`src/core/lpd_pkg.sv`:
```
// Package for the pen-sensor detection control block: map, fields, orders.
// How it works
// - Continuous mode detects regardless of tip switch.
// - No-switch enable order sets the no-detect latch.
// - A detection clears the no-detect latch.
// - Third timing pulse presets byte counter 4/5 in relative mode, else 2 plus byte position.
// - Step address down per byte-count step up.
// - Detection ends with attention, busy, check, interrupt.
// - Halt regeneration, hold coordinates and item address.
// - Set-buffer-address command aborts a pending detection.
// - Disable order blocks detections until a timer, switch or no-switch order ends it.
// - Disable sets disable latch, clears both modes.
// - Regeneration keeps running while disabled.
// - Timer, switch or no-switch order ends disable.
// - Transfer order without detection branches to operand.
// - Transfer order after a detection is a no-op.
// - Gate transfer only in a mode without detection.
// - Ungated transfer order becomes a no-op.
// - Switch enable: clear continuous, switch-timer-detect sequence.
// - No-switch enable sets continuous, bypassing switch and timer.
package lpd_pkg;

  // Register bus
  localparam int unsigned BUS_AW = 8;
  localparam int unsigned BUS_DW = 32;

  // Register byte addresses
  localparam logic [BUS_AW-1:0] REG_CTRL   = 8'h00;
  localparam logic [BUS_AW-1:0] REG_STATUS = 8'h04;
  localparam logic [BUS_AW-1:0] REG_MASK   = 8'h08;
  localparam logic [BUS_AW-1:0] REG_MODE   = 8'h0C;
  localparam logic [BUS_AW-1:0] REG_XY     = 8'h10;
  localparam logic [BUS_AW-1:0] REG_ADDR   = 8'h14;

  // Control register field
  localparam int unsigned CTRL_RESUME = 0;

  // Status and mask register fields
  localparam int unsigned STAT_W      = 3;
  localparam int unsigned STAT_DETECT = 0;
  localparam int unsigned STAT_BRANCH = 1;
  localparam int unsigned STAT_ABORT  = 2;

  // Mode register fields
  localparam int unsigned MODE_CONT   = 0;
  localparam int unsigned MODE_NORMAL = 1;
  localparam int unsigned MODE_DIS    = 2;
  localparam int unsigned MODE_NODET  = 3;
  localparam int unsigned MODE_DET    = 4;
  localparam int unsigned MODE_HALT   = 5;
  localparam int unsigned MODE_ARMED  = 6;
  localparam int unsigned MODE_REOPEN = 7;

  // Coordinate register: Y in the upper half
  localparam int unsigned XY_Y_LSB = 16;

  // Byte counter used to walk the address back to the item
  localparam int unsigned       BYTE_CNT_W   = 3;
  localparam logic [BYTE_CNT_W-1:0] BYTE_PRESET_FIRST  = 3'h4;
  localparam logic [BYTE_CNT_W-1:0] BYTE_PRESET_SECOND = 3'h5;
  localparam logic [BYTE_CNT_W-1:0] BYTE_ABS_BASE      = 3'h2;
  localparam logic [BYTE_CNT_W-1:0] BYTE_CNT_LAST      = 3'h6;

  // Orders decoded by the buffer sequencer
  typedef enum logic [2:0] {
    LPD_ORD_NONE,
    LPD_ORD_SWITCH_EN,
    LPD_ORD_NOSWITCH_EN,
    LPD_ORD_DISABLE,
    LPD_ORD_XFER_NO_DET,
    LPD_ORD_REGEN_TIMER
  } lpd_order_t;

  // Detection sequence
  typedef enum logic [1:0] {
    LPD_IDLE,
    LPD_WAIT_PULSE3,
    LPD_ADJUST,
    LPD_DONE
  } lpd_fsm_t;

endpackage : lpd_pkg

```
`src/core/lpd_core.sv`:
```
// Pen-sensor detection control: mode latches, address walk-back, status, branch.
`timescale 1ns/10ps
`default_nettype none
module lpd_core
  import lpd_pkg::*;
#(
  parameter int unsigned AW = 16,
  parameter int unsigned CW = 10
) (
  input  wire logic              ref_clk_i,
  input  wire logic              nrst_i,
  input  wire logic [BUS_AW-1:0] bus_addr_i,
  input  wire logic [BUS_DW-1:0] bus_wdata_i,
  input  wire logic              bus_we_i,
  input  wire logic              bus_re_i,
  output logic      [BUS_DW-1:0] bus_rdata_o,
  input  wire logic              order_valid_i,
  input  wire lpd_order_t        order_code_i,
  input  wire logic [AW-1:0]     order_addr_i,
  input  wire logic              pen_sensor_i,
  input  wire logic              tip_switch_i,
  input  wire logic              third_timing_pulse_i,
  input  wire logic              relative_mode_i,
  input  wire logic              item_second_byte_i,
  input  wire logic [1:0]        item_byte_pos_i,
  input  wire logic [AW-1:0]     seq_addr_i,
  input  wire logic [CW-1:0]     x_defl_i,
  input  wire logic [CW-1:0]     y_defl_i,
  input  wire logic              set_buffer_address_i,
  input  wire logic              status_taken_i,
  output logic                   branch_o,
  output logic      [AW-1:0]     branch_addr_o,
  output logic                   noop_o,
  output logic                   stop_regen_o,
  output logic                   addr_step_o,
  output logic      [AW-1:0]     buffer_address_counter_o,
  output logic                   attention_o,
  output logic                   busy_o,
  output logic                   unit_check_o,
  output logic                   irq_o
);

  // Whole state of the block
  typedef struct packed {
    lpd_fsm_t              st;
    logic                  pen_s1;
    logic                  pen_s2;
    logic                  tip_s1;
    logic                  tip_s2;
    logic                  cont;
    logic                  normal;
    logic                  dis;
    logic                  nodet;
    logic                  detected;
    logic                  armed;
    logic                  reopen;
    logic [BYTE_CNT_W-1:0] byte_cnt;
    logic [AW-1:0]         item_addr;
    logic [CW-1:0]         x;
    logic [CW-1:0]         y;
    logic                  halt;
    logic                  attn;
    logic                  busy;
    logic                  uchk;
    logic                  branch;
    logic                  noop;
    logic                  step;
    logic                  irq;
    logic [AW-1:0]         br_addr;
    logic [STAT_W-1:0]     status;
    logic [STAT_W-1:0]     mask;
    logic [BUS_DW-1:0]     rdata;
  } lpd_regs_t;

  // All latches clear, detection inactive
  localparam lpd_regs_t REGS_RESET = '0;

  lpd_regs_t         st_reg;
  lpd_regs_t         st_next;
  logic              det_w;
  logic              gate_w;
  logic              sba_abort_w;
  logic              resume_w;
  logic [STAT_W-1:0] ev_w;

  // Zero-extend a field into a bus word
  function automatic logic [BUS_DW-1:0] lpd_word(input logic [BUS_DW-1:0] v);
    lpd_word = v;
  endfunction : lpd_word

  // Next-state logic
  always_comb begin
    st_next        = st_reg;
    st_next.branch = 1'b0;
    st_next.noop   = 1'b0;
    st_next.step   = 1'b0;
    ev_w           = '0;

    // Two-stage synchronisers for the pen pins
    st_next.pen_s1 = pen_sensor_i;
    st_next.pen_s2 = st_reg.pen_s1;
    st_next.tip_s1 = tip_switch_i;
    st_next.tip_s2 = st_reg.tip_s1;

    // Transfer gating: a mode active and no detection yet
    gate_w = !st_reg.detected &&
             (st_reg.normal || (st_reg.cont && st_reg.nodet));

    // Detection acceptance
    det_w = !st_reg.dis && (st_reg.st == LPD_IDLE) && !st_reg.halt &&
            st_reg.pen_s2 &&
            (st_reg.cont ||
             (st_reg.normal && st_reg.armed && st_reg.tip_s2));

    sba_abort_w = set_buffer_address_i &&
                  ((st_reg.st == LPD_WAIT_PULSE3) || (st_reg.st == LPD_ADJUST));
    resume_w    = bus_we_i && (bus_addr_i == REG_CTRL) && bus_wdata_i[CTRL_RESUME];

    // Tip switch must reopen between detections in normal mode
    if (st_reg.reopen && !st_reg.tip_s2) begin
      st_next.reopen = 1'b0;
    end

    // Orders from the buffer program
    if (order_valid_i) begin
      case (order_code_i)
        LPD_ORD_SWITCH_EN: begin
          st_next.normal   = 1'b1;
          st_next.cont     = 1'b0;
          st_next.dis      = 1'b0;
          st_next.detected = 1'b0;
          st_next.armed    = 1'b0;
        end
        LPD_ORD_NOSWITCH_EN: begin
          st_next.cont     = 1'b1;
          st_next.normal   = 1'b0;
          st_next.dis      = 1'b0;
          st_next.nodet    = 1'b1;
          st_next.detected = 1'b0;
        end
        LPD_ORD_DISABLE: begin
          st_next.dis    = 1'b1;
          st_next.cont   = 1'b0;
          st_next.normal = 1'b0;
        end
        LPD_ORD_REGEN_TIMER: begin
          st_next.dis = 1'b0;
          if (st_reg.normal && st_reg.tip_s2 && !st_reg.reopen) begin
            st_next.armed = 1'b1;
          end
        end
        LPD_ORD_XFER_NO_DET: begin
          if (gate_w) begin
            st_next.branch  = 1'b1;
            st_next.br_addr = order_addr_i;
            ev_w[STAT_BRANCH] = 1'b1;
          end else begin
            st_next.noop = 1'b1;
          end
        end
        default: begin
        end
      endcase
    end

    // Detection: capture beam and address, stop regeneration
    if (det_w) begin
      st_next.detected = 1'b1;
      st_next.nodet    = 1'b0;
      st_next.item_addr = seq_addr_i;
      st_next.x        = x_defl_i;
      st_next.y        = y_defl_i;
      st_next.halt     = 1'b1;
      st_next.st       = LPD_WAIT_PULSE3;
      if (!st_reg.cont) begin
        st_next.armed  = 1'b0;
        st_next.reopen = 1'b1;
      end
    end

    // Channel takes the ending status
    if (status_taken_i) begin
      st_next.attn = 1'b0;
      st_next.busy = 1'b0;
      st_next.uchk = 1'b0;
    end

    // Detection sequence
    case (st_reg.st)
      LPD_WAIT_PULSE3: begin
        if (third_timing_pulse_i) begin
          if (relative_mode_i) begin
            st_next.byte_cnt = item_second_byte_i ? BYTE_PRESET_SECOND
                                                  : BYTE_PRESET_FIRST;
          end else begin
            st_next.byte_cnt = BYTE_ABS_BASE +
                               {{(BYTE_CNT_W-2){1'b0}}, item_byte_pos_i};
          end
          st_next.st = LPD_ADJUST;
        end
      end
      LPD_ADJUST: begin
        if (st_reg.byte_cnt == BYTE_CNT_LAST) begin
          st_next.st = LPD_DONE;
        end else begin
          st_next.byte_cnt = st_reg.byte_cnt + {{(BYTE_CNT_W-1){1'b0}}, 1'b1};
          st_next.item_addr = st_reg.item_addr - {{(AW-1){1'b0}}, 1'b1};
          st_next.step     = 1'b1;
        end
      end
      LPD_DONE: begin
        st_next.attn = 1'b1;
        st_next.busy = 1'b1;
        st_next.uchk = 1'b1;
        ev_w[STAT_DETECT] = 1'b1;
        st_next.st = LPD_IDLE;
      end
      default: begin
      end
    endcase

    // Channel command has priority over a pending detection
    if (sba_abort_w) begin
      st_next.st   = LPD_IDLE;
      st_next.halt = 1'b0;
      st_next.step = 1'b0;
      ev_w[STAT_ABORT] = 1'b1;
    end

    // Software resumes regeneration once the sequence has ended
    if (resume_w && (st_reg.st == LPD_IDLE) && !det_w) begin
      st_next.halt = 1'b0;
    end

    // Register writes; sticky status keeps new events over a clear
    if (bus_we_i) begin
      if (bus_addr_i == REG_MASK) begin
        st_next.mask = bus_wdata_i[STAT_W-1:0];
      end
    end
    if (bus_we_i && (bus_addr_i == REG_STATUS)) begin
      st_next.status = (st_reg.status & ~bus_wdata_i[STAT_W-1:0]) | ev_w;
    end else begin
      st_next.status = st_reg.status | ev_w;
    end
    st_next.irq = |(st_next.status & st_next.mask);

    // Register reads, data valid the next cycle
    st_next.rdata = '0;
    if (bus_re_i) begin
      if (bus_addr_i == REG_STATUS) begin
        st_next.rdata = lpd_word({{(BUS_DW-STAT_W){1'b0}}, st_reg.status});
      end else if (bus_addr_i == REG_MASK) begin
        st_next.rdata = lpd_word({{(BUS_DW-STAT_W){1'b0}}, st_reg.mask});
      end else if (bus_addr_i == REG_MODE) begin
        st_next.rdata[MODE_CONT]   = st_reg.cont;
        st_next.rdata[MODE_NORMAL] = st_reg.normal;
        st_next.rdata[MODE_DIS]    = st_reg.dis;
        st_next.rdata[MODE_NODET]  = st_reg.nodet;
        st_next.rdata[MODE_DET]    = st_reg.detected;
        st_next.rdata[MODE_HALT]   = st_reg.halt;
        st_next.rdata[MODE_ARMED]  = st_reg.armed;
        st_next.rdata[MODE_REOPEN] = st_reg.reopen;
      end else if (bus_addr_i == REG_XY) begin
        st_next.rdata[CW-1:0]                 = st_reg.x;
        st_next.rdata[XY_Y_LSB+CW-1:XY_Y_LSB] = st_reg.y;
      end else if (bus_addr_i == REG_ADDR) begin
        st_next.rdata = lpd_word({{(BUS_DW-AW){1'b0}}, st_reg.item_addr});
      end else begin
        st_next.rdata = '0;
      end
    end
  end

  // State register
  always_ff @(posedge ref_clk_i or negedge nrst_i) begin
    if (!nrst_i) begin
      st_reg <= REGS_RESET;
    end else begin
      st_reg <= st_next;
    end
  end

  // Outputs, all from the state register
  assign bus_rdata_o              = st_reg.rdata;
  assign branch_o                 = st_reg.branch;
  assign branch_addr_o            = st_reg.br_addr;
  assign noop_o                   = st_reg.noop;
  assign stop_regen_o             = st_reg.halt;
  assign addr_step_o              = st_reg.step;
  assign buffer_address_counter_o = st_reg.item_addr;
  assign attention_o              = st_reg.attn;
  assign busy_o                   = st_reg.busy;
  assign unit_check_o             = st_reg.uchk;
  assign irq_o                    = st_reg.irq;
endmodule : lpd_core
`default_nettype wire

```
`config.mk`:
```
export PLATFORM = sky130hd
export DESIGN_NAME = lpd_core
export DESIGN_NICKNAME = d
export VERILOG_FILES = /design/src/core/lpd_pkg.sv /design/src/core/lpd_core.sv
export SDC_FILE = /design/constraint.sdc
export NUM_CORES = 1
export LEC_CHECK = 0
export CORE_ASPECT_RATIO = 0.8
export CORE_MARGIN = 10
export CORE_UTILIZATION = 24
export CTS_CLUSTER_SIZE = 16
export DETAILED_ROUTE_END_ITERATION = 10
export DONT_BUFFER_PORTS = 1
export GPL_TIMING_DRIVEN = 0
export PLACE_DENSITY_LB_ADDON = 0.3
export SYNTH_ARGS = -nofsm -noshare
export SYNTH_HDL_FRONTEND = slang
export SYNTH_SLANG_ARGS = --single-unit
```
`constraint.sdc`:
```
create_clock -name ref_clk_i -period 3.3 [get_ports ref_clk_i]
set_clock_uncertainty 0.2 [all_clocks]
set_input_delay 0.495 -clock ref_clk_i [delete_from_list [all_inputs] [get_ports ref_clk_i]]
set_output_delay 0.495 -clock ref_clk_i [all_outputs]
set_load 0.01 [all_outputs]
```
Word-level counts from Yosys, hierarchy flattened
Cells that the tools add are included.
Storage, ports and cells
  word-level logic and storage cells: 146
  flip-flop bits (word level): 114
  output and inout bits: 72
Cells by class
  add/sub/neg operators: 3
  equality and inequality tests: 16
  multiplexer cells: 49
  bitwise gates (word level): 5
  reduce and logical (&&, ||, !) cells: 45
Operators by type and width (number)
  $mux 32: 3
  $mux 37: 1
  $mux 16: 2
  $mux 24: 1
  $mux 3: 8
  $mux 10: 2
  $mux 19: 1
  $logic_and 1x1->1: 17
  $eq 8x4->1 const B: 2
  $eq 8x5->1 const B: 2
  $mux 1: 16
  $sub 16x1->16 const B: 1
  $mux 2: 7
  $pmux 2 s3: 2
  $reduce_bool 2->1: 6
  $eq 3x3->1 const B: 3
  $eq 8x3->1 const B: 1
  $logic_not 8->1: 1
  $mux 8: 1
  $reduce_and 2->1: 4
  $and 3x3->3: 2
  $eq 3x2->1 const B: 2
  $logic_not 1->1: 6
  $mux 6: 1
  other kinds (17): 26

Longest topological paths before layout
Gate-level depths: netlist (run 1).
  word-level depth: 10
  mapped depth: 9

Least setup slack after synthesis (run 1)
No wires, ideal clock.
  kind: register -> register
  from: reg st_reg[112] in the netlist's numbering
  to: reg st_reg, in the netlist buffer_address_counter_o[5]
  setup time: 126 ps
  cell stages (with the launch flop): 10
  slack: 1020 ps
  arrival time: 1954 ps
  cells stage by stage: dfrtp_1 > inv_1 > ha_1 > nand2_1 > or4_1 > clkbuf_1 > nand2_1 > buf_2 > nand2_1 > a221o_1
RTL lines
  start, declared: line lpd_core.sv:78  | lpd_regs_t st_reg;
  start signal, assigned: line lpd_core.sv:280  | st_reg <= st_next;

==> run summary, run 1 <==
Vias/cell -> 4.58
Clock power share -> 25.0%
Netlist cell types -> 50
CP peak stage delay -> 460 ps
Routed len/inst -> 18.8 um
Pwr Density -> 772 nW/um^2
Final period utilization -> 83.2%
Clock sinks -> 106
Switching share of power -> 36.0%
Syn Area/Cell -> 10.2 sq um
Number of flops mapped to enable cells by yosys -> 0
Setup_tns -> 0 ps
Setup bufs post-CTS -> 0
Antenna violations before repair -> 0
Worst hold path class -> in2reg
Status -> finished clean
Total core area -> 20900 sq um
Clock Path Buffers -> 2
N_diodes -> 0
Antenna Nets Post-Route -> 0
Combinational Power Share -> 29.8%
Area growth from synthesis to layout -> 14.1%
Total Wirelength -> 15000 um
R2R Path End -> buffer_address_counter_o[10]$_DFF_PN0_
DP HPWL -> 11700 um
Fin. max-slew vios -> 0
Share of cells above drive strength 1 -> 22.0%
Largest net degree at the start of global routing -> 107
DR vias -> 3654
TritonCTS clock tree -> built
H-tree levels -> 3
Synthesis Warnings -> 0
Die W -> 184 um
Fin nets -> 638
CP startpoint kind -> register
Worst skew pair latency -> 360 ps
Setup Crit Path Kind -> reg2reg
VDD IR-drop max -> 0.293 mV
M3 GR Usage -> 6.08%
Synth Cell Area -> 5130 sq um
Peak Freq -> 364 MHz
Crit-path leading delay family -> simple AND/OR/NAND/NOR gates
Buf+Inv Stages, Crit Path -> 3
Reg clk slew, reported paths -> 80 ps
Met1 GRT Util -> 13.6%
Number of cells on the critical path -> 9
FF-to-FF path depth -> 9
Fin crit period -> 2750 ps
Synth async-reset ratio -> 100%
Most used routing layer -> met2
# port buffers -> 0
Endpoints failing hold -> 0
Cts repair resizes -> 0
Most used flip-flop cell after synthesis -> dfrtp_1
Slew HR -> 27.1%
Tot GR Track Use -> 10.8%
Slowest CP cell -> or4_1
# rows -> 47
IO Count -> 181
Hold-fix buffers, CTS -> 4
Final Wtd Congestion -> 0.807
Met2 usage -> 15.7%
Initial Util -> 24.6%
Max reg flops -> 40
Number of buffers created by CTS -> 9
Most used cell, CP -> nand2_1
Drc violations -> 0
Crit-path cells -> inv_1 > ha_1 > nand2_1 > or4_1 > clkbuf_1 > nand2_1 > buf_2 > nand2_1 > a221o_1
Share of power burned in registers -> 45.2%
Final core utilization -> 28.1%
Clock Tree Root -> clkbuf_16
Static Leak -> 0.00270 uW
Detailed router's first-iteration violation count -> 245
Critical-path maximum fanout -> 10
Final instance area -> 5860 sq um
Syn Inst Count -> 503
Post-synthesis sequential area ratio -> 51.7%
DP Area -> 5490 sq um
Switching pwr -> 1630 uW
Crit path to -> buffer_address_counter_o[10]$_DFF_PN0_
FF-to-FF setup slack -> 550 ps
Total global routing overflow -> 0
DR pass1 iterations -> 5
Crit path DAT -> 2800 ps
Maximum capacitance violations -> 0
DIE AREA -> 27700 sq um
Unrepaired setup endpoints after global routing -> false
CP endpoint kind -> register
Slew @ Worst Pin -> 1080 ps
Int Pwr -> 2900 uW
R2R Path Start -> st_reg[113]$_DFF_PN0_
Count of final setup violators -> 0
Vias in the first global route -> 3794
Chip height -> 151 um
Worst path required time -> 3350 ps
Yosys reg bits -> 106
Crit path from -> st_reg[113]$_DFF_PN0_
First-pass GRT wire length -> 22700 um
## synthesized netlist by cell type, types with 4 or more instances
cell type / number / area, sq um
o2bb2ai_1: 5 / 43.8
mux2i_1: 10 / 100
nor3_1: 7 / 35.0
a221o_1: 8 / 80.1
dfrtp_1: 106 / 2650
ha_1: 6 / 75.1
nand2_1: 82 / 308
and3_1: 4 / 25.0
buf_4: 66 / 495
nor4_1: 6 / 37.5
mux2_2: 20 / 225
inv_1: 11 / 41.3
nor2b_1: 6 / 37.5
buf_2: 4 / 20.0
a221oi_1: 4 / 35.0
clkbuf_1: 10 / 37.5
o21ai_0: 20 / 100
nand4_1: 4 / 25.0
and2_1: 23 / 144
nor2_1: 26 / 97.6
nand3_1: 8 / 40.0
a21oi_1: 23 / 115
## worst reg2reg max path, cell delays in order (launching register included)
cell and delay [ps]:
dfrtp_1 420, inv_1 110, ha_1 180, nand2_1 80, or4_1 460, clkbuf_1 280
nand2_1 260, buf_2 270, nand2_1 90, a221o_1 290
## stage by stage
step | hold slack, ps | power, uW | setup WS (ps) | cells
2_1_floorplan | -0.591 | 3010 | 1020 | 508
3_3_place_gp | 5.09 | 3350 | 395 | 777
3_5_place_dp | 4.96 | 3390 | 400 | 777
4_1_cts | 5.89 | 4590 | 488 | 797
5_1_grt | 1.66 | 4840 | 321 | 797
6_report | 22.6 | 4520 | 553 | 797
## layout by cell type (no fill, tap or decap), types with 3 or more instances in the layout
master and count:
a2111oi_0 3, a21o_1 3, a21oi_1 23, a221o_1 8
a221oi_1 4, a31oi_1 3, and2_1 23, and3_1 4
buf_2 4, buf_4 66, clkbuf_1 10, clkbuf_16 9
conb_1 6, dfrtp_1 106, dlygate4sd3_1 3, ha_1 6
inv_1 11, mux2_2 20, mux2i_1 10, nand2_1 82
nand3_1 8, nand4_1 4, nor2_1 26, nor2b_1 6
nor3_1 7, nor4_1 6, o21ai_0 20, o22ai_1 3
o2bb2ai_1 5
## how the worst min path moves through the flow
stage	startpoint	slack (ps)	cells after the start	to
2_1_floorplan	nrst_i	-0.6	0	addr_step_o$_DFF_PN0_
3_3_place_gp	nrst_i	5	0	branch_addr_o[2]$_DFFE_PN0P_
3_5_place_dp	nrst_i	5	0	branch_addr_o[2]$_DFFE_PN0P_
4_1_cts	order_code_i[0]	6	1	st_reg[107]$_DFFE_PN0P_
5_1_grt	order_code_i[0]	2	1	st_reg[107]$_DFFE_PN0P_
6_report	set_buffer_address_i	20	1	addr_step_o$_DFF_PN0_
## kinds of logic after synthesis
logic type                 share of synthesized area, %
AOI/OAI and AO/OA                                  11.5
adders and majority gates                          1.46
buffers and inverters                              11.7
DFF                                                51.7
muxes                                              6.34
other                                            0.0730
and+or+nand+nor                                    17.2
## power by group through the flow
stage                     Clock [uW]  Sequential [uW]  Combinational [uW]
after floorplan                    0             1920                1090
after global placement             0             2050                1300
after detailed placement           0             2060                1330
after CTS                       1170             2050                1370
after global routing            1230             2100                1520
final                           1130             2040                1350
## area by class of cell
| class | instances | area [sq um] |
|---|---|---|
| Clock buffer | 9 | 225 |
| Inverter | 11 | 41.3 |
| Timing Repair Buffer | 4 | 57.6 |
| Tap cell | 269 | 337 |
| Sequential cell | 106 | 2650 |
| Multi-Input combinational cell | 309 | 1900 |
| Fill cell | 2181 | 15000 |
| Clock inverter | 7 | 83.8 |
| Buffer | 82 | 561 |
## per-layer routing
metal	part of all wire (%)	vias to the layer above	routed length, um
li1	-	1703	-
met1	44	1781	6620
met2	42	158	6330
met3	13	12	1900
met4	1.1	0	167
met5	0	-	0
Power figures use the tool's default switching activity.
==> inputs of run 2 (changes only) <==
==> constraint.sdc (replaced) <==
create_clock -name ref_clk_i -period 2.3 [get_ports ref_clk_i]
set_clock_uncertainty 0.2 [all_clocks]
set_input_delay 0.345 -clock ref_clk_i [delete_from_list [all_inputs] [get_ports ref_clk_i]]
set_output_delay 0.345 -clock ref_clk_i [all_outputs]
set_load 0.01 [all_outputs]
==> run 2 against run 1 <==
  * The flow now finishes with violations (negative hold slack)
  * Register-to-register slack worse by 510 ps
  * Utilization rose by 3.8 points
  * First-iteration DRC count shrank 4.1%
  * Cell area grew 13%
  * Maximum frequency increased by 22%
  * Die area did not move
  * Hold slack lost 540 ps
  * Critical endpoint is now buffer_address_counter_o[13]$_DFF_PN0_
  * Largest power group unchanged
==> run summary, run 2 (same netlist as run 1, synthesis figures left out) <==
Status -> finished, violations left
Violated checks -> negative hold slack
Fin. max-slew vios -> 0 (unchanged)
H-tree levels -> 3 (unchanged)
DIE AREA -> 27700 sq um (unchanged)
Maximum capacitance violations -> 0 (unchanged)
Largest net degree at the start of global routing -> 107 (unchanged)
Slew HR -> 55.2% (+28 points)
CP endpoint kind -> register
Final worst slack -> 41.0 ps (-513 ps)
Worst path required time -> 2380 ps (-970 ps)
Endpoints failing hold -> 106 (+106)
# rows -> 47 (unchanged)
Crit-path leading delay family -> simple AND/OR/NAND/NOR gates
Total global routing overflow -> 0 (unchanged)
Vias in the first global route -> 4178 (+10%)
Placement Setup Slack -> -508 ps (-909 ps)
Routed length on met1 -> 7140 um (+7.8%)
First-pass GRT wire length -> 24100 um (+6.5%)
Slew @ Worst Pin -> 672 ps (-413 ps)
DR vias -> 3966 (+8.5%)
Critical-path maximum fanout -> 7 (-3)
Worst hold path class -> in2async
Clock Path Buffers -> 2 (unchanged)
Pwr Total -> 6780 uW (+50%)
Number of buffers created by CTS -> 9 (unchanged)
Static Leak -> 0.00304 uW (+12%)
# port buffers -> 0 (unchanged)
Final Wtd Congestion -> 0.807 (unchanged)
Most frequent cells in the layout -> dfrtp_1 (103), nand2_1 (80), buf_4 (80)
Vias/cell -> 4.56 (-0.57%)
Drc violations -> 0 (unchanged)
Crit-path cells -> or4_1 > buf_6 > or3_4 > o31ai_4 > a21oi_1 > a311oi_2
Buf+Inv Stages, Crit Path -> 1 (-2)
Pwr Density -> 1020 nW/um^2 (+32%)
Clock Tree Root -> clkbuf_16
Area growth from synthesis to layout -> 29.4%
Final core utilization -> 31.8% (+3.8 points)
Routed len/inst -> 18.1 um (-4.0%)
DP HPWL -> 11700 um (unchanged)
Chip height -> 151 um (unchanged)
Clock sinks -> 106 (unchanged)
Tot GR Track Use -> 11.3% (+0.53 points)
Leading cell type in the layout, fill and taps excluded -> dfrtp_1
Detailed router's first-iteration violation count -> 235 (-4.1%)
VDD IR-drop max -> 0.460 mV (+57%)
Initial Util -> 24.6% (unchanged)
Setup Crit Path Kind -> reg2reg
Die W -> 184 um (unchanged)
TritonCTS clock tree -> built
Total Wirelength -> 15700 um (+4.8%)
Peak Freq -> 443 MHz (+22%)
Metal2 WL -> 6760 um (+6.8%)
Reg clk slew, reported paths -> 80 ps (about the same)
Top Metal Used -> met4
Share of cells above drive strength 1 -> 25.0% (+3.0 points)
Antenna Nets Post-Route -> 0 (unchanged)
CP peak stage delay -> 540 ps (+80 ps)
Crit path DAT -> 2340 ps (-460 ps)
Fin nets -> 710 (+11%)
Final period utilization -> 98.2% (+15 points)
Minimum hold slack -> -520 ps (-543 ps)
Antenna violations before repair -> 0 (unchanged)
Slowest CP cell -> or4_1
Met3 wire length -> 1720 um (-9.4%)
Max reg flops -> 40 (unchanged)
DR pass1 iterations -> 5 (unchanged)
CP startpoint kind -> register
Worst skew pair latency -> 360 ps (about the same)
Count of final setup violators -> 0 (unchanged)
Total core area -> 20900 sq um (unchanged)
IO Count -> 181 (unchanged)
Hold-fix buffers, CTS -> 64 (+60)
Unrepaired setup endpoints after global routing -> true
Setup_tns -> 0 ps (unchanged)
Fin crit period -> 2260 ps (-487 ps)
==> run 2: timing repair <==
action | 4_1_cts | 5_1_grt
hold endpoints to repair | 179 | 106
setup endpoints to repair | 48 | 43
buffers inserted | 10 | 4
pin swaps | 1 | 1
resized for setup | 18 | 17
==> run 2: routing by layer <==
layer	GRT usage, %	vias to the layer above
met1	14.7	1936
met4	2.62	0
li1	-	1855
met2	16.4	165
met5	0	-
met3	5.55	10
==> run 2: power breakdown <==
group,switching [uW],internal (uW),leakage (uW)
clock,765,865,0.000149
combinational,1080,1100,0.00155
sequential,575,2400,0.00134
==> run 2: final timing paths <==
| kind | slack, ps | cells past startpoint | endpoint | from |
|---|---|---|---|---|
| worst min-delay path | -520 | 0 | st_reg[74]$_DFFE_PN0P_ | nrst_i |
| max in group asynchronous | 2250 | 0 | st_reg[70]$_DFFE_PN0P_ | nrst_i |
| worst max-delay path | 40 | 6 | buffer_address_counter_o[13]$_DFF_PN0_ | buffer_address_counter_o[9]$_DFF_PN0_ |
| min in group ref_clk_i | 10 | 2 | st_reg[112]$_DFF_PN0_ | set_buffer_address_i |
| worst min register to register | 150 | 0 | st_reg[108]$_DFF_PN0_ | st_next[108]$_DFF_PN0_ |
| worst max register to register | 40 | 6 | buffer_address_counter_o[13]$_DFF_PN0_ | buffer_address_counter_o[9]$_DFF_PN0_ |
==> run 2: cell type report <==
type | count | area (sq um)
multi-input combinational | 309 | 1980
clock buffer | 9 | 225
antenna | 1 | 2.50
inverter | 11 | 41.3
clock inverter | 7 | 83.8
buffer | 80 | 574
sequential | 106 | 2660
timing repair buffer | 78 | 746
fill | 2115 | 14200
tap | 269 | 337
==> run 2: metrics by stage <==
step           hold WS [ps]  cells  cell area [sq um]
2_1_floorplan          -151    508               5150
3_3_place_gp           -145    777               5490
3_5_place_dp           -145    777               5490
4_1_cts                -535    866               6570
5_1_grt                -547    869               6640
6_report               -520    870               6650
==> inputs of run 3 (changes only) <==
--- a/config.mk
+++ b/config.mk
@@ -5,6 +5,7 @@
 export SDC_FILE = /design/constraint.sdc
 export NUM_CORES = 1
 export LEC_CHECK = 0
+export CAP_MARGIN = 10
 export CORE_ASPECT_RATIO = 0.8
 export CORE_MARGIN = 10
 export CORE_UTILIZATION = 24
@@ -13,6 +14,7 @@
 export DONT_BUFFER_PORTS = 1
 export GPL_TIMING_DRIVEN = 0
 export PLACE_DENSITY_LB_ADDON = 0.3
+export RECOVER_POWER = 50
 export SYNTH_ARGS = -nofsm -noshare
 export SYNTH_HDL_FRONTEND = slang
 export SYNTH_SLANG_ARGS = --single-unit
==> run 3 against run 2 <==
  * The flow still finishes with violations (negative hold slack)
  * Maximum frequency hardly changed
  * Worst setup slack hardly changed
  * Register-to-register slack hardly changed
  * Cell area is 1.1% lower
  * Sequential share of layout area is 0.46 points higher
  * Via count hardly changed
  * Non-clock buffer count stayed put
  * Flip-flop and latch count stayed put
  * Count of clock-buffer cells in the layout stayed put
  * Critical path depth stayed put
==> run summary, run 3 (same netlist as run 1, synthesis figures left out) <==
Antenna Nets Post-Route -> 0 (unchanged)
Slew @ Worst Pin -> 674 ps (+1.88 ps)
Worst hold path class -> in2async
Int Pwr -> 4360 uW (-0.16%)
Crit path DAT -> 2340 ps (about the same)
Tot GR Track Use -> 11.3% (unchanged)
DR vias -> 3969 (+0.076%)
Total core area -> 20900 sq um (unchanged)
Pwr Density -> 1030 nW/um^2 (+1.1%)
Total global routing overflow -> 0 (unchanged)
Antenna violations before repair -> 0 (unchanged)
Crit-path leading delay family -> simple AND/OR/NAND/NOR gates
Number of buffers created by CTS -> 9 (unchanged)
Total Wirelength -> 15800 um (+0.17%)
Reg clk slew, reported paths -> 80 ps (about the same)
Vias/cell -> 4.56 (about the same)
CP startpoint kind -> register
Vias in the first global route -> 4178 (unchanged)
Final period utilization -> 98.2% (about the same)
Fin nets -> 710 (unchanged)
Switching pwr -> 2420 uW (about the same)
# rows -> 47 (unchanged)
Status -> finished, violations left
First-pass GRT wire length -> 24100 um (unchanged)
R2R Path End -> buffer_address_counter_o[13]$_DFF_PN0_
Worst skew pair latency -> 360 ps (about the same)
DR pass1 iterations -> 4 (-1)
Setup Crit Path Kind -> reg2reg
FF-to-FF setup slack -> 40 ps (about the same)
Switching share of power -> 35.7% (+0.049 points)
CP endpoint kind -> register
Chip height -> 151 um (unchanged)
Clock sinks -> 106 (unchanged)
Final worst slack -> 41.3 ps (+0.361 ps)
Clock power share -> 24.1% (about the same)
Initial Util -> 24.6% (unchanged)
Die W -> 184 um (unchanged)
Maximum capacitance violations -> 0 (unchanged)
Most frequent cells in the layout -> dfrtp_1 (103), nand2_1 (80), dlygate4sd3_1 (64)
Number of cells on the critical path -> 6 (unchanged)
Area growth from synthesis to layout -> 27.9%
Critical-path maximum fanout -> 7 (unchanged)
TritonCTS clock tree -> built
Detailed router's first-iteration violation count -> 248 (+5.5%)
Slew HR -> 55.1% (-0.13 points)
CP peak stage delay -> 540 ps (about the same)
Fin. max-slew vios -> 0 (unchanged)
Fin crit period -> 2260 ps (-0.361 ps)
IO Count -> 181 (unchanged)
Hold-fix buffers, CTS -> 64 (unchanged)
Slowest CP cell -> or4_1
Count of final setup violators -> 0 (unchanged)
H-tree levels -> 3 (unchanged)
Share of power burned in registers -> 43.9% (about the same)
VDD IR-drop max -> 0.460 mV (about the same)
FF-to-FF path depth -> 6 (unchanged)
Inst Count DP -> 777 (unchanged)
Largest net degree at the start of global routing -> 107 (unchanged)
Leading cell type in the layout, fill and taps excluded -> dfrtp_1
Drc violations -> 0 (unchanged)
Share of cells above drive strength 1 -> 21.7% (-3.3 points)
Endpoints failing hold -> 106 (unchanged)
Crit-path cells -> or4_1 > buf_6 > or3_4 > o31ai_4 > a21oi_1 > a311oi_2
Worst path required time -> 2380 ps (about the same)
Final core utilization -> 31.5% (-0.36 points)
Fill count -> 2136 (+0.99%)
Buf+Inv Stages, Crit Path -> 1 (unchanged)
Unrepaired setup endpoints after global routing -> true
Peak Freq -> 443 MHz (about the same)
Max reg flops -> 40 (unchanged)
R2R Path Start -> buffer_address_counter_o[9]$_DFF_PN0_
Static Leak -> 0.00295 uW (-2.8%)
DIE AREA -> 27700 sq um (unchanged)
Routed len/inst -> 18.1 um (+0.17%)
Minimum hold slack -> -520 ps (-0.0310 ps)
# port buffers -> 0 (unchanged)
Combinational Power Share -> 32.1% (about the same)
Clock Tree Root -> clkbuf_16
Final Wtd Congestion -> 0.807 (unchanged)
Finished Layout Cells -> 870 (unchanged)
DP HPWL -> 11700 um (unchanged)
Placement Setup Slack -> -508 ps (unchanged)
Violated checks -> negative hold slack
Clock Path Buffers -> 2 (unchanged)
==> run 3: per-stage QoR <==
stage / hold WS (ps) / power [uW] / instance area (sq um) / TNS (ps)
finish: -520 / 6780 / 6570 / 0
global route: -547 / 7240 / 6570 / -97.6
CTS: -535 / 6770 / 6570 / -0.500
detailed placement: -145 / 4870 / 5490 / -18740
global placement: -145 / 4810 / 5490 / -18390
floorplan: -151 / 4320 / 5150 / 0
==> run 3: layer usage <==
layer	vias up	track usage, %	part of all wire [%]
li1	1855	-	-
met1	1932	14.7	46
met2	168	16.4	43
met3	14	5.55	11
met4	0	2.62	1.0
met5	-	0	0
==> run 3: final cells by class <==
class / count / area (sq um) / area share [%]
Antenna cell: 1 / 2.50 / 0.0381
Buffer: 80 / 499 / 7.60
Clock buffer: 9 / 225 / 3.43
Clock inverter: 7 / 83.8 / 1.28
Inverter: 11 / 41.3 / 0.628
Multi-Input combinational cell: 309 / 1980 / 30.1
Sequential cell: 106 / 2660 / 40.4
Tap cell: 269 / 337 / 5.12
Timing Repair Buffer: 78 / 746 / 11.4
==> run 3: power by group through the flow <==
stage	registers (uW)	clock network (uW)	logic, uW
after global placement	2940	0	1870
after global routing	3060	1770	2420
final	2970	1630	2170
after CTS	2950	1680	2140
after floorplan	2760	0	1560
after detailed placement	2960	0	1910
==> run 3: how the worst max path moves through the flow <==
stage | start | end | slack, ps
2_1_floorplan | st_reg[112]$_DFF_PN0_ | buffer_address_counter_o[5]$_DFF_PN0_ | 20
3_3_place_gp | st_reg[112]$_DFF_PN0_ | buffer_address_counter_o[13]$_DFF_PN0_ | -500
3_5_place_dp | st_reg[112]$_DFF_PN0_ | buffer_address_counter_o[13]$_DFF_PN0_ | -510
4_1_cts | st_reg[113]$_DFF_PN0_ | buffer_address_counter_o[7]$_DFF_PN0_ | -0.5
5_1_grt | buffer_address_counter_o[9]$_DFF_PN0_ | buffer_address_counter_o[13]$_DFF_PN0_ | -40
6_report | buffer_address_counter_o[9]$_DFF_PN0_ | buffer_address_counter_o[13]$_DFF_PN0_ | 40
==> run 3: timing repair <==
item,in CTS,in global routing
setup buffers,10,4
resized for setup,18,17
pin swaps,1,1
hold endpoints to repair,179,106
endpoints found under the setup margin,48,43
